`src/include/tlvi_consts.vh`:
```
// Purpose: constants for the two-level vectored interrupt unit
// Assumes: APB byte addresses, 32-bit data, 8-bit registers in low bits
// Notes: definitions only
`ifndef TLVI_CONSTS_VH
`define TLVI_CONSTS_VH

// ==========================================================
// Register indices (printed offsets) and byte addresses
// ==========================================================
`define TLVI_IDX_MAIN_EN 8'ha8
`define TLVI_IDX_MAIN_PRI 8'hb8
`define TLVI_IDX_PORT_FLAGS 8'hc0
`define TLVI_IDX_PORT_EN 8'he8
`define TLVI_IDX_PORT_POL 8'he9
`define TLVI_IDX_PORT_PRI 8'hf8
`define TLVI_IDX_SERVICE 8'hfc
`define TLVI_ADDR_W 10

// ==========================================================
// Field positions and masks
// ==========================================================
`define TLVI_BIT_GLOBAL 7
`define TLVI_BIT_SERIAL 5
`define TLVI_BIT_TIMER_B 3
`define TLVI_BIT_EXT_B 2
`define TLVI_BIT_TIMER_A 1
`define TLVI_BIT_EXT_A 0
`define TLVI_MAIN_EN_MASK 8'haf
`define TLVI_MAIN_PRI_MASK 8'h2f
`define TLVI_RESET_VAL 8'h00

// ==========================================================
// Source numbering in polling order (0 polled first)
// ==========================================================
`define TLVI_NSRC 13
`define TLVI_SRC_W 4
`define TLVI_NO_SRC 4'hf

// ==========================================================
// Vector addresses
// ==========================================================
`define TLVI_VEC_EXT0 16'h0003
`define TLVI_VEC_TMR0 16'h000b
`define TLVI_VEC_EXT1 16'h0013
`define TLVI_VEC_TMR1 16'h001b
`define TLVI_VEC_SER 16'h002b
`define TLVI_VEC_PORT_BASE 16'h003b
`define TLVI_VEC_STEP 16'h0008

`endif

```
`src/core/tlvi_irq_unit.v`:
```
// Purpose: nested two-level vectored interrupt controller with APB registers
// Assumes: pclk is the machine cycle; CPU signals entry and end of service
// Notes: zero-wait APB slave; vector and request come from flip-flops
// Summary of operation
// - Thirteen sources: two external, two timers, serial port, eight port lines.
// - Two priority levels with nesting of service routines.
// - Each source has its own fixed vector address.
// - Equal-priority ties resolved by fixed polling order.
// - High-priority request wins over simultaneous low-priority request.
// - Low routine pre-empted only by high; high routine never pre-empted.
// - Global gate bit 7 blocks all acceptance when zero.
// - Main enable register holds enables of the five fixed sources.
// - Port enable register bits 7..0 enable port lines 9..2.
// - Main priority register holds levels of the five fixed sources.
// - Port priority register bits 7..0 set levels of port lines 9..2.
// - Each port line may request, active level individually programmable.
// - Enabled port request raises wake-up from power-down.
// - Port flag set by hardware on request; only software clears it. Here a flag sets only while its line's port enable bit is set.
// - Port requests are levels held active at least one machine cycle.
// - Recognised port request serviced no earlier than next machine cycle.
// - Polarity bit one means active high, zero means active low.
// - Polarity register bits 7..0 belong to port lines 9..2.
// - Request flag register bits 7..0 hold pending flags of lines 9..2.
//
// The APB register port is this design's own decision.
`default_nettype none
`include "tlvi_consts.vh"

module tlvi_irq_unit
(
    // Clock, reset, enable
    input wire pclk,
    input wire presetn,
    input wire clk_en,
    // APB slave
    input wire psel,
    input wire penable,
    input wire pwrite,
    input wire [31:0] paddr,
    input wire [31:0] pwdata,
    output reg [31:0] prdata,
    output reg pready,
    output reg pslverr,
    // Fixed sources (same clock domain)
    input wire ext_request_0,
    input wire ext_request_1,
    input wire timer_a_req,
    input wire timer_b_req,
    input wire serial_port_req,
    // Port-1 request pins
    input wire [7:0] port_ext_requests,
    // CPU core handshake
    input wire irq_ack,
    input wire irq_return,
    output reg irq_req_ff,
    output reg [15:0] irq_vector_ff,
    output reg [3:0] irq_source_ff,
    // Power-down wake
    output reg wake_ff
);

// ==========================================================
// Registers
// ==========================================================
reg [7:0] main_irq_enable_ff;
reg [7:0] main_irq_priority_ff;
reg [7:0] port_irq_request_flags_ff;
reg [7:0] port_irq_enable_ff;
reg [7:0] port_irq_polarity_ff;
reg [7:0] port_irq_priority_ff;
reg [7:0] port_active_ff;
// Nesting state: one bit per level that has a routine in progress
reg in_high_ff;
reg in_low_ff;
wire [7:0] port_level;

// Pin synchroniser
tlvi_port_sync u_sync
(
    .pclk(pclk),
    .presetn(presetn),
    .clk_en(clk_en),
    .pin_in(port_ext_requests),
    .level_ff(port_level)
);

// ==========================================================
// Helpers
// ==========================================================
// Byte address of a register index
function [`TLVI_ADDR_W-1:0] reg_addr;
    input [7:0] idx;
    begin
        reg_addr = {idx, 2'b00};
    end
endfunction

// Vector of a source numbered in polling order
function [15:0] src_vector;
    input [3:0] src;
    begin
        case (src)
            4'h0: src_vector = `TLVI_VEC_EXT0;
            4'h1: src_vector = `TLVI_VEC_SER;
            4'h2: src_vector = `TLVI_VEC_PORT_BASE + 16'h0003 * `TLVI_VEC_STEP;
            4'h3: src_vector = `TLVI_VEC_TMR0;
            4'h4: src_vector = `TLVI_VEC_PORT_BASE + 16'h0004 * `TLVI_VEC_STEP;
            4'h5: src_vector = `TLVI_VEC_EXT1;
            4'h6: src_vector = `TLVI_VEC_PORT_BASE;
            4'h7: src_vector = `TLVI_VEC_PORT_BASE + 16'h0005 * `TLVI_VEC_STEP;
            4'h8: src_vector = `TLVI_VEC_TMR1;
            4'h9: src_vector = `TLVI_VEC_PORT_BASE + 16'h0001 * `TLVI_VEC_STEP;
            4'ha: src_vector = `TLVI_VEC_PORT_BASE + 16'h0006 * `TLVI_VEC_STEP;
            4'hb: src_vector = `TLVI_VEC_PORT_BASE + 16'h0002 * `TLVI_VEC_STEP;
            4'hc: src_vector = `TLVI_VEC_PORT_BASE + 16'h0007 * `TLVI_VEC_STEP;
            default: src_vector = 16'h0000;
        endcase
    end
endfunction

// First set bit, lowest index polled first
function [3:0] first_set;
    input [12:0] vec;
    integer i;
    begin
        first_set = `TLVI_NO_SRC;
        for (i = `TLVI_NSRC - 1; i >= 0; i = i - 1)
            if (vec[i])
                first_set = i[3:0];
    end
endfunction

// Reorders five fixed-source bits and eight port-line bits into polling order
// Fixed bits from 0 up: ext0, serial, timer0, ext1, timer1; port bit k is line k+2
// One function keeps pending, enable and priority vectors in the same order
function [12:0] poll_order;
    input [4:0] fixed;
    input [7:0] port;
    begin
        poll_order[0] = fixed[0]; // ext0, polled first
        poll_order[1] = fixed[1]; // serial port
        poll_order[2] = port[3]; // line 5
        poll_order[3] = fixed[2]; // timer 0
        poll_order[4] = port[4]; // line 6
        poll_order[5] = fixed[3]; // ext1
        poll_order[6] = port[0]; // line 2
        poll_order[7] = port[5]; // line 7
        poll_order[8] = fixed[4]; // timer 1
        poll_order[9] = port[1]; // line 3
        poll_order[10] = port[6]; // line 8
        poll_order[11] = port[2]; // line 4
        poll_order[12] = port[7]; // line 9, polled last
    end
endfunction

// ==========================================================
// Source assembly in polling order
// ==========================================================
wire global_irq_gate = main_irq_enable_ff[`TLVI_BIT_GLOBAL];
wire [7:0] port_hit = ~(port_level ^ port_irq_polarity_ff);
wire [7:0] pf = port_irq_request_flags_ff;
wire [7:0] pe = port_irq_enable_ff;
wire [7:0] pp = port_irq_priority_ff;
wire [7:0] me = main_irq_enable_ff;
wire [7:0] mp = main_irq_priority_ff;
// Fixed sources packed ext0, serial, timer0, ext1, timer1 from bit 0 up
wire [4:0] fix_pend = {timer_b_req, ext_request_1, timer_a_req, serial_port_req, ext_request_0};
wire [4:0] fix_enab = {me[`TLVI_BIT_TIMER_B], me[`TLVI_BIT_EXT_B], me[`TLVI_BIT_TIMER_A], me[`TLVI_BIT_SERIAL],
    me[`TLVI_BIT_EXT_A]};
wire [4:0] fix_prio = {mp[`TLVI_BIT_TIMER_B], mp[`TLVI_BIT_EXT_B], mp[`TLVI_BIT_TIMER_A], mp[`TLVI_BIT_SERIAL],
    mp[`TLVI_BIT_EXT_A]};
// All thirteen sources in polling order, index 0 polled first
wire [12:0] pend = poll_order(fix_pend, pf);
wire [12:0] enab = poll_order(fix_enab, pe);
wire [12:0] prio = poll_order(fix_prio, pp);
wire [12:0] live = pend & enab & {13{global_irq_gate}};
// Port lines that were active last cycle still qualify only through their flags
wire [12:0] hi_req = live & prio & {13{~in_high_ff}};
wire [12:0] lo_req = live & ~prio & {13{~in_high_ff & ~in_low_ff}};
wire [3:0] hi_win = first_set(hi_req);
wire [3:0] lo_win = first_set(lo_req);
// A high-level winner always beats any low-level one
wire win_high = (hi_win != `TLVI_NO_SRC);
wire [3:0] win = win_high ? hi_win : lo_win;

// ==========================================================
// APB decode
// ==========================================================
wire [`TLVI_ADDR_W-1:0] addr = paddr[`TLVI_ADDR_W-1:0];
wire wr = psel & penable & pwrite;
wire rd = psel & ~penable & ~pwrite;
// Register hits on the full byte address, low two bits included; upper address bits must be zero as well
wire hit_men = (addr == reg_addr(`TLVI_IDX_MAIN_EN));
wire hit_mpr = (addr == reg_addr(`TLVI_IDX_MAIN_PRI));
wire hit_flg = (addr == reg_addr(`TLVI_IDX_PORT_FLAGS));
wire hit_pen = (addr == reg_addr(`TLVI_IDX_PORT_EN));
wire hit_pol = (addr == reg_addr(`TLVI_IDX_PORT_POL));
wire hit_ppr = (addr == reg_addr(`TLVI_IDX_PORT_PRI));
wire hit_svc = (addr == reg_addr(`TLVI_IDX_SERVICE));
wire hit_any = hit_men | hit_mpr | hit_flg | hit_pen | hit_pol | hit_ppr | hit_svc;
wire upper_zero = (paddr[31:`TLVI_ADDR_W] == 22'h000000);
wire mapped = hit_any & upper_zero;
// Write strobes, only at the access edge and only for a mapped register
wire wr_men = wr & mapped & hit_men;
wire wr_mpr = wr & mapped & hit_mpr;
wire wr_flg = wr & mapped & hit_flg;
wire wr_pen = wr & mapped & hit_pen;
wire wr_pol = wr & mapped & hit_pol;
wire wr_ppr = wr & mapped & hit_ppr;

// Read mux
reg [7:0] rd_byte;
always @*
begin
    rd_byte = 8'h00;
    if (upper_zero)
    begin
        if (hit_men) rd_byte = main_irq_enable_ff;
        if (hit_mpr) rd_byte = main_irq_priority_ff;
        if (hit_flg) rd_byte = port_irq_request_flags_ff;
        if (hit_pen) rd_byte = port_irq_enable_ff;
        if (hit_pol) rd_byte = port_irq_polarity_ff;
        if (hit_ppr) rd_byte = port_irq_priority_ff;
        if (hit_svc) rd_byte = {6'h00, in_high_ff, in_low_ff};
    end
end

// ==========================================================
// Register writes and port flags
// ==========================================================
// Set wins over a simultaneous software clear, so no request is lost
wire [7:0] flag_set = port_active_ff & port_hit & pe;
wire [7:0] nxt_flags = (wr_flg ? pwdata[7:0] & pf : pf) | flag_set;

// Configuration registers; reserved main bits are dropped on write
always @(posedge pclk or negedge presetn)
begin
    if (!presetn)
    begin
        main_irq_enable_ff <= `TLVI_RESET_VAL;
        main_irq_priority_ff <= `TLVI_RESET_VAL;
        port_irq_enable_ff <= `TLVI_RESET_VAL;
        port_irq_polarity_ff <= `TLVI_RESET_VAL;
        port_irq_priority_ff <= `TLVI_RESET_VAL;
    end
    else if (clk_en)
    begin
        if (wr_men) main_irq_enable_ff <= pwdata[7:0] & `TLVI_MAIN_EN_MASK;
        if (wr_mpr) main_irq_priority_ff <= pwdata[7:0] & `TLVI_MAIN_PRI_MASK;
        if (wr_pen) port_irq_enable_ff <= pwdata[7:0];
        if (wr_pol) port_irq_polarity_ff <= pwdata[7:0];
        if (wr_ppr) port_irq_priority_ff <= pwdata[7:0];
    end
end

// Port line qualification and request flags
always @(posedge pclk or negedge presetn)
begin
    if (!presetn)
    begin
        port_irq_request_flags_ff <= `TLVI_RESET_VAL;
        port_active_ff <= `TLVI_RESET_VAL;
    end
    else if (clk_en)
    begin
        // One full cycle at the active level before the flag sets
        port_active_ff <= port_hit;
        port_irq_request_flags_ff <= nxt_flags;
    end
end

// ==========================================================
// APB answer
// ==========================================================
// Read data captured in setup so the access phase is zero-wait
always @(posedge pclk or negedge presetn)
begin
    if (!presetn)
    begin
        prdata <= 32'h00000000;
        pready <= 1'b0;
        pslverr <= 1'b0;
    end
    else if (clk_en)
    begin
        pready <= psel & ~penable;
        pslverr <= psel & ~penable & ~mapped;
        if (rd)
            prdata <= {24'h000000, rd_byte};
    end
end

// ==========================================================
// Nesting state and CPU request
// ==========================================================
// Next nesting level: a return pops the innermost level, then an entry pushes
// its own, so a return that meets an entry in one cycle is not lost
reg nxt_in_high;
reg nxt_in_low;
always @*
begin
    nxt_in_high = in_high_ff;
    nxt_in_low = in_low_ff;
    if (irq_return)
    begin
        if (in_high_ff)
            nxt_in_high = 1'b0;
        else
            nxt_in_low = 1'b0;
    end
    if (irq_ack & irq_req_ff)
    begin
        if (prio[irq_source_ff])
            nxt_in_high = 1'b1;
        else
            nxt_in_low = 1'b1;
    end
end

// Request to the CPU drops for a cycle on entry and on return
always @(posedge pclk or negedge presetn)
begin
    if (!presetn)
    begin
        in_high_ff <= 1'b0;
        in_low_ff <= 1'b0;
        irq_req_ff <= 1'b0;
        irq_vector_ff <= 16'h0000;
        irq_source_ff <= `TLVI_NO_SRC;
        wake_ff <= 1'b0;
    end
    else if (clk_en)
    begin
        wake_ff <= |(pf & pe) | |flag_set;
        in_high_ff <= nxt_in_high;
        in_low_ff <= nxt_in_low;
        if (irq_ack & irq_req_ff)
            irq_req_ff <= 1'b0;
        else
        begin
            irq_req_ff <= (win != `TLVI_NO_SRC) & ~irq_return;
            irq_vector_ff <= src_vector(win);
            irq_source_ff <= win;
        end
    end
end

endmodule // tlvi_irq_unit
`default_nettype wire

```
`src/core/tlvi_port_sync.v`:
```
// Purpose: three-flop synchroniser with agreement filter for port-1 lines
// Assumes: pins asynchronous to pclk
// Notes: first stage feeds only the second stage
`default_nettype none

module tlvi_port_sync
(
    // Clock and reset
    input wire pclk,
    input wire presetn,
    input wire clk_en,
    // Pins
    input wire [7:0] pin_in,
    // Stable levels
    output reg [7:0] level_ff
);

reg [7:0] meta_ff;
reg [7:0] s2_ff;
reg [7:0] s3_ff;

// ==========================================================
// Synchroniser chain
// ==========================================================
// A level is taken only when stages two and three agree
always @(posedge pclk or negedge presetn)
begin
    if (!presetn)
    begin
        meta_ff <= 8'h00;
        s2_ff <= 8'h00;
        s3_ff <= 8'h00;
        level_ff <= 8'h00;
    end
    else if (clk_en)
    begin
        meta_ff <= pin_in;
        s2_ff <= meta_ff;
        s3_ff <= s2_ff;
        level_ff <= (s2_ff & s3_ff) | (level_ff & (s2_ff | s3_ff));
    end
end

endmodule // tlvi_port_sync
`default_nettype wire

```
`config.mk`:
```
export PLATFORM = sky130hd
export DESIGN_NAME = tlvi_irq_unit
export DESIGN_NICKNAME = d
export VERILOG_FILES = /design/src/core/tlvi_irq_unit.v /design/src/core/tlvi_port_sync.v
export VERILOG_INCLUDE_DIRS = /design/src /design/src/include
export SDC_FILE = /design/constraint.sdc
export NUM_CORES = 1
export LEC_CHECK = 0
export BUFFER_PORTS_ARGS = -buffer_cell sky130_fd_sc_hd__buf_4
export CAP_MARGIN = 30
export CORE_MARGIN = 4
export CORE_UTILIZATION = 40
export CTS_CLUSTER_DIAMETER = 200
export DETAILED_ROUTE_END_ITERATION = 7
export PLACE_DENSITY = 0.74
export SLEW_MARGIN = 20
export SYNTH_ARGS = -nofsm -noshare
export SYNTH_HDL_FRONTEND = slang
export SYNTH_SLANG_ARGS = --single-unit
export TNS_END_PERCENT = 50
```
`constraint.sdc`:
```
create_clock -name pclk -period 5.25 [get_ports pclk]
set_input_delay 0.525 -clock pclk [delete_from_list [all_inputs] [get_ports pclk]]
set_output_delay 0.525 -clock pclk [all_outputs]
set_load 0.05 [all_outputs]
```
==> out/metrics.csv <==
metric,value,unit
measured slew at the worst slew-check pin,998,ps
Setup Buffers After CTS,0,
Site Rows,44,
cts bufs inserted,9,
slowest cell delay on critical path,460,ps
routed via count,4626,
Non-Filler Instances,813,
Die Footprint,16700,um2
fmax,328,MHz
critical-path cell list,"nor2b_1, a211oi_1, o2111ai_1, nand2_1, nor4b_1, or2_1, inv_1, ha_1, and3_1, o32ai_1",
fin util,0.473,
synth top area cells,"dfrtp_1, mux2_4, mux2_2",
Rel. slew slack,0.330,
antenna violations before repair,0,
PortBufs,82,
Layout Skew,6.41,ps
Syn Inst Count,547,
Mapped Area,5890,um2
failing checks,design-rule violations,
fill cell count,1337,
starting density of the core,0.407,
ys flop type,dfrtp_1,
routability congestion estimate,0.914,
Power Dens Cells,291,nW/um2
DRC violation count after routing,2,
post-synthesis sequential area ratio,0.451,
TritonCTS clock tree,done,
routed vias/inst,5.69,
"commonest cells after routing, fill and taps aside","dfrtp_1, buf_4, nand2_1, mux2_4",
area taken by multi-input logic gates,2960,um2
final WL,15.2,mm
static leakage power,3.22,nW
post-DP HPWL,11.4,mm
Top Family by Delay on Critical Path,simple AND/OR/NAND/NOR gates,
number of placed cells counting well taps,799,
Avg WL per Cell,18.7,um
clock sinks,106,
Synth Register Bits,106,
crit start category,register,
unrepaired setup endpoints after global routing,no,
final setup fails,0,
Clock Path Buffers,2,
Die H,129,um
CP Buf/Inv Count,1,
share of layout cells above drive strength 1,0.285,
Worst-path clk slew,70,ps
max-capacitance violation count,0,
outcome,"finished, violations left",
Reg area,2660,um2
hold buffers post-CTS,0,
Final Max Slew Viols,0,
Yosys top cell area share,0.434,
num ports,141,
vias in the first global route,4622,
total gr overflow,0,
fin crit period,3050,ps
Final Hold Viols,0,
Yosys cell types,73,
cell taking the most area after synthesis,dfrtp_1,
Die X,129,um
Crit Path Max Fanout,5,
Resized Gates After CTS,0,
antenna diode count,0,
Post-synth ARST share,1.00,
"Data required, critical path",5500,ps
"commonest non-fill, non-tap cell in the layout",dfrtp_1,
pin count of the biggest net entering global routing,60,
final critical-path share of the clock period,0.582,
Setup Crit Path Kind,register to register,
HP Class,primary input to async pin,
Critical Path AT,3310,ps
"Slowest-stage cell, CP",dfrtp_1,
initial drt markers,395,
first-pass GRT wire length,24.8,mm
total core area,14500,um2
synthesis warning total,0,
Routed Antenna Nets,0,
"EDFF count, synth",0,
Nets,717,
syn avg cell area,10.8,um2
CP Capture Type,register,
GRT Resource Usage Total,0.191,
H-tree depth,3,
Layout area overhead,16.4,%
DRT Pass-1 Iters,8,
total negative slack,0,ps
peak supply drop,0.000226,V
Root Driver,clkbuf_16,
Clock Latency Late Sink,350,ps
-- per-stage QoR --
| stage | total power, mW | instance area, um2 | hold WS, ps | worst slack (ps) |
|---|---|---|---|---|
| 2_1_floorplan | 1.19 | 6010 | 229 | 2710 |
| 3_3_place_gp | 1.27 | 6540 | 473 | 2030 |
| 3_5_place_dp | 1.29 | 6540 | 484 | 2000 |
| 4_1_cts | 2.02 | 6850 | 258 | 2200 |
| 5_1_grt | 2.09 | 6850 | 288 | 1880 |
| 6_report | 1.99 | 6850 | 230 | 2200 |
-- worst reg2reg max path, stage by stage, from the launching register on --
cell and delay [ps]:
dfrtp_1 460, nor2b_1 370, a211oi_1 150, o2111ai_1 420
nand2_1 90, nor4b_1 450, or2_1 290, inv_1 120
ha_1 210, and3_1 150, o32ai_1 240
-- Yosys cell counts (3+ instances only) --
master	n
dfrtp_1	102
nand2_1	54
buf_4	35
mux2_4	35
o21ai_0	34
nand3_1	25
mux2_2	24
o21ai_1	24
inv_1	19
nor2_1	17
a21oi_1	15
nand4_1	10
xnor2_1	8
a222oi_1	7
clkbuf_1	7
and3_1	6
ha_1	6
mux2i_1	6
nor3_1	6
nor4_1	6
a211oi_1	5
nand3b_1	5
a221oi_1	4
dfstp_2	4
o211ai_1	4
o22ai_1	4
and4_1	3
buf_2	3
mux4_2	3
nand2_8	3
nand2b_1	3
nor2b_1	3
o31ai_1	3
or4_1	3
-- power breakdown --
group          total, mW  internal, mW  switching [mW]
logic              0.294         0.118           0.176
registers          0.973         0.906          0.0669
clock network      0.725         0.418           0.307
total               1.99          1.44           0.550
-- cells by family (layout without fill, tap and decap cells) --
kind of cell	Yosys count	in the layout	share of synthesized area
AO/OA/AOI/OAI	128	128	0.141
multiplexers	68	68	0.157
AND/OR/NAND/NOR	162	162	0.158
XOR/XNOR	8	8	0.0119
other	1	34	0.000637
buffers and inverters	68	117	0.0676
flip-flops	106	106	0.451
adder cells (fa/ha/maj)	6	6	0.0128
-- cell type report --
type,instances,share of cell area
clock buffer,9,0.0329
clock inverter,5,0.0128
inverter,20,0.0110
multi-input combinational,406,0.431
sequential,106,0.388
tap,184,0.0336
timing repair buffer,83,0.0909
-- metal layers --
layer  vias up  global-route usage  part of all wire
li1       2107                   -                 -
met2       175               0.307              0.48
met3        20              0.0433             0.075
met4         0              0.0494             0.016
met1      2324               0.262              0.43
met5         -                   0                 0
-- path summary, 6_finish.rpt --
kind | cells after the start | slack [ps] | end | start
max | 10 | 2200 | irq_req_ff | main_irq_enable_ff[7]
min | 1 | 230 | u_sync.s2_ff[3] | presetn
max reg2reg | 10 | 2200 | irq_req_ff | main_irq_enable_ff[7]
min reg2reg | 2 | 490 | prdata[3] | prdata[3]
max in group asynchronous | 2 | 3860 | port_irq_polarity_ff[1] | presetn
min in group pclk | 2 | 380 | irq_req_ff | irq_return
(Power assumes the default switching activity.)
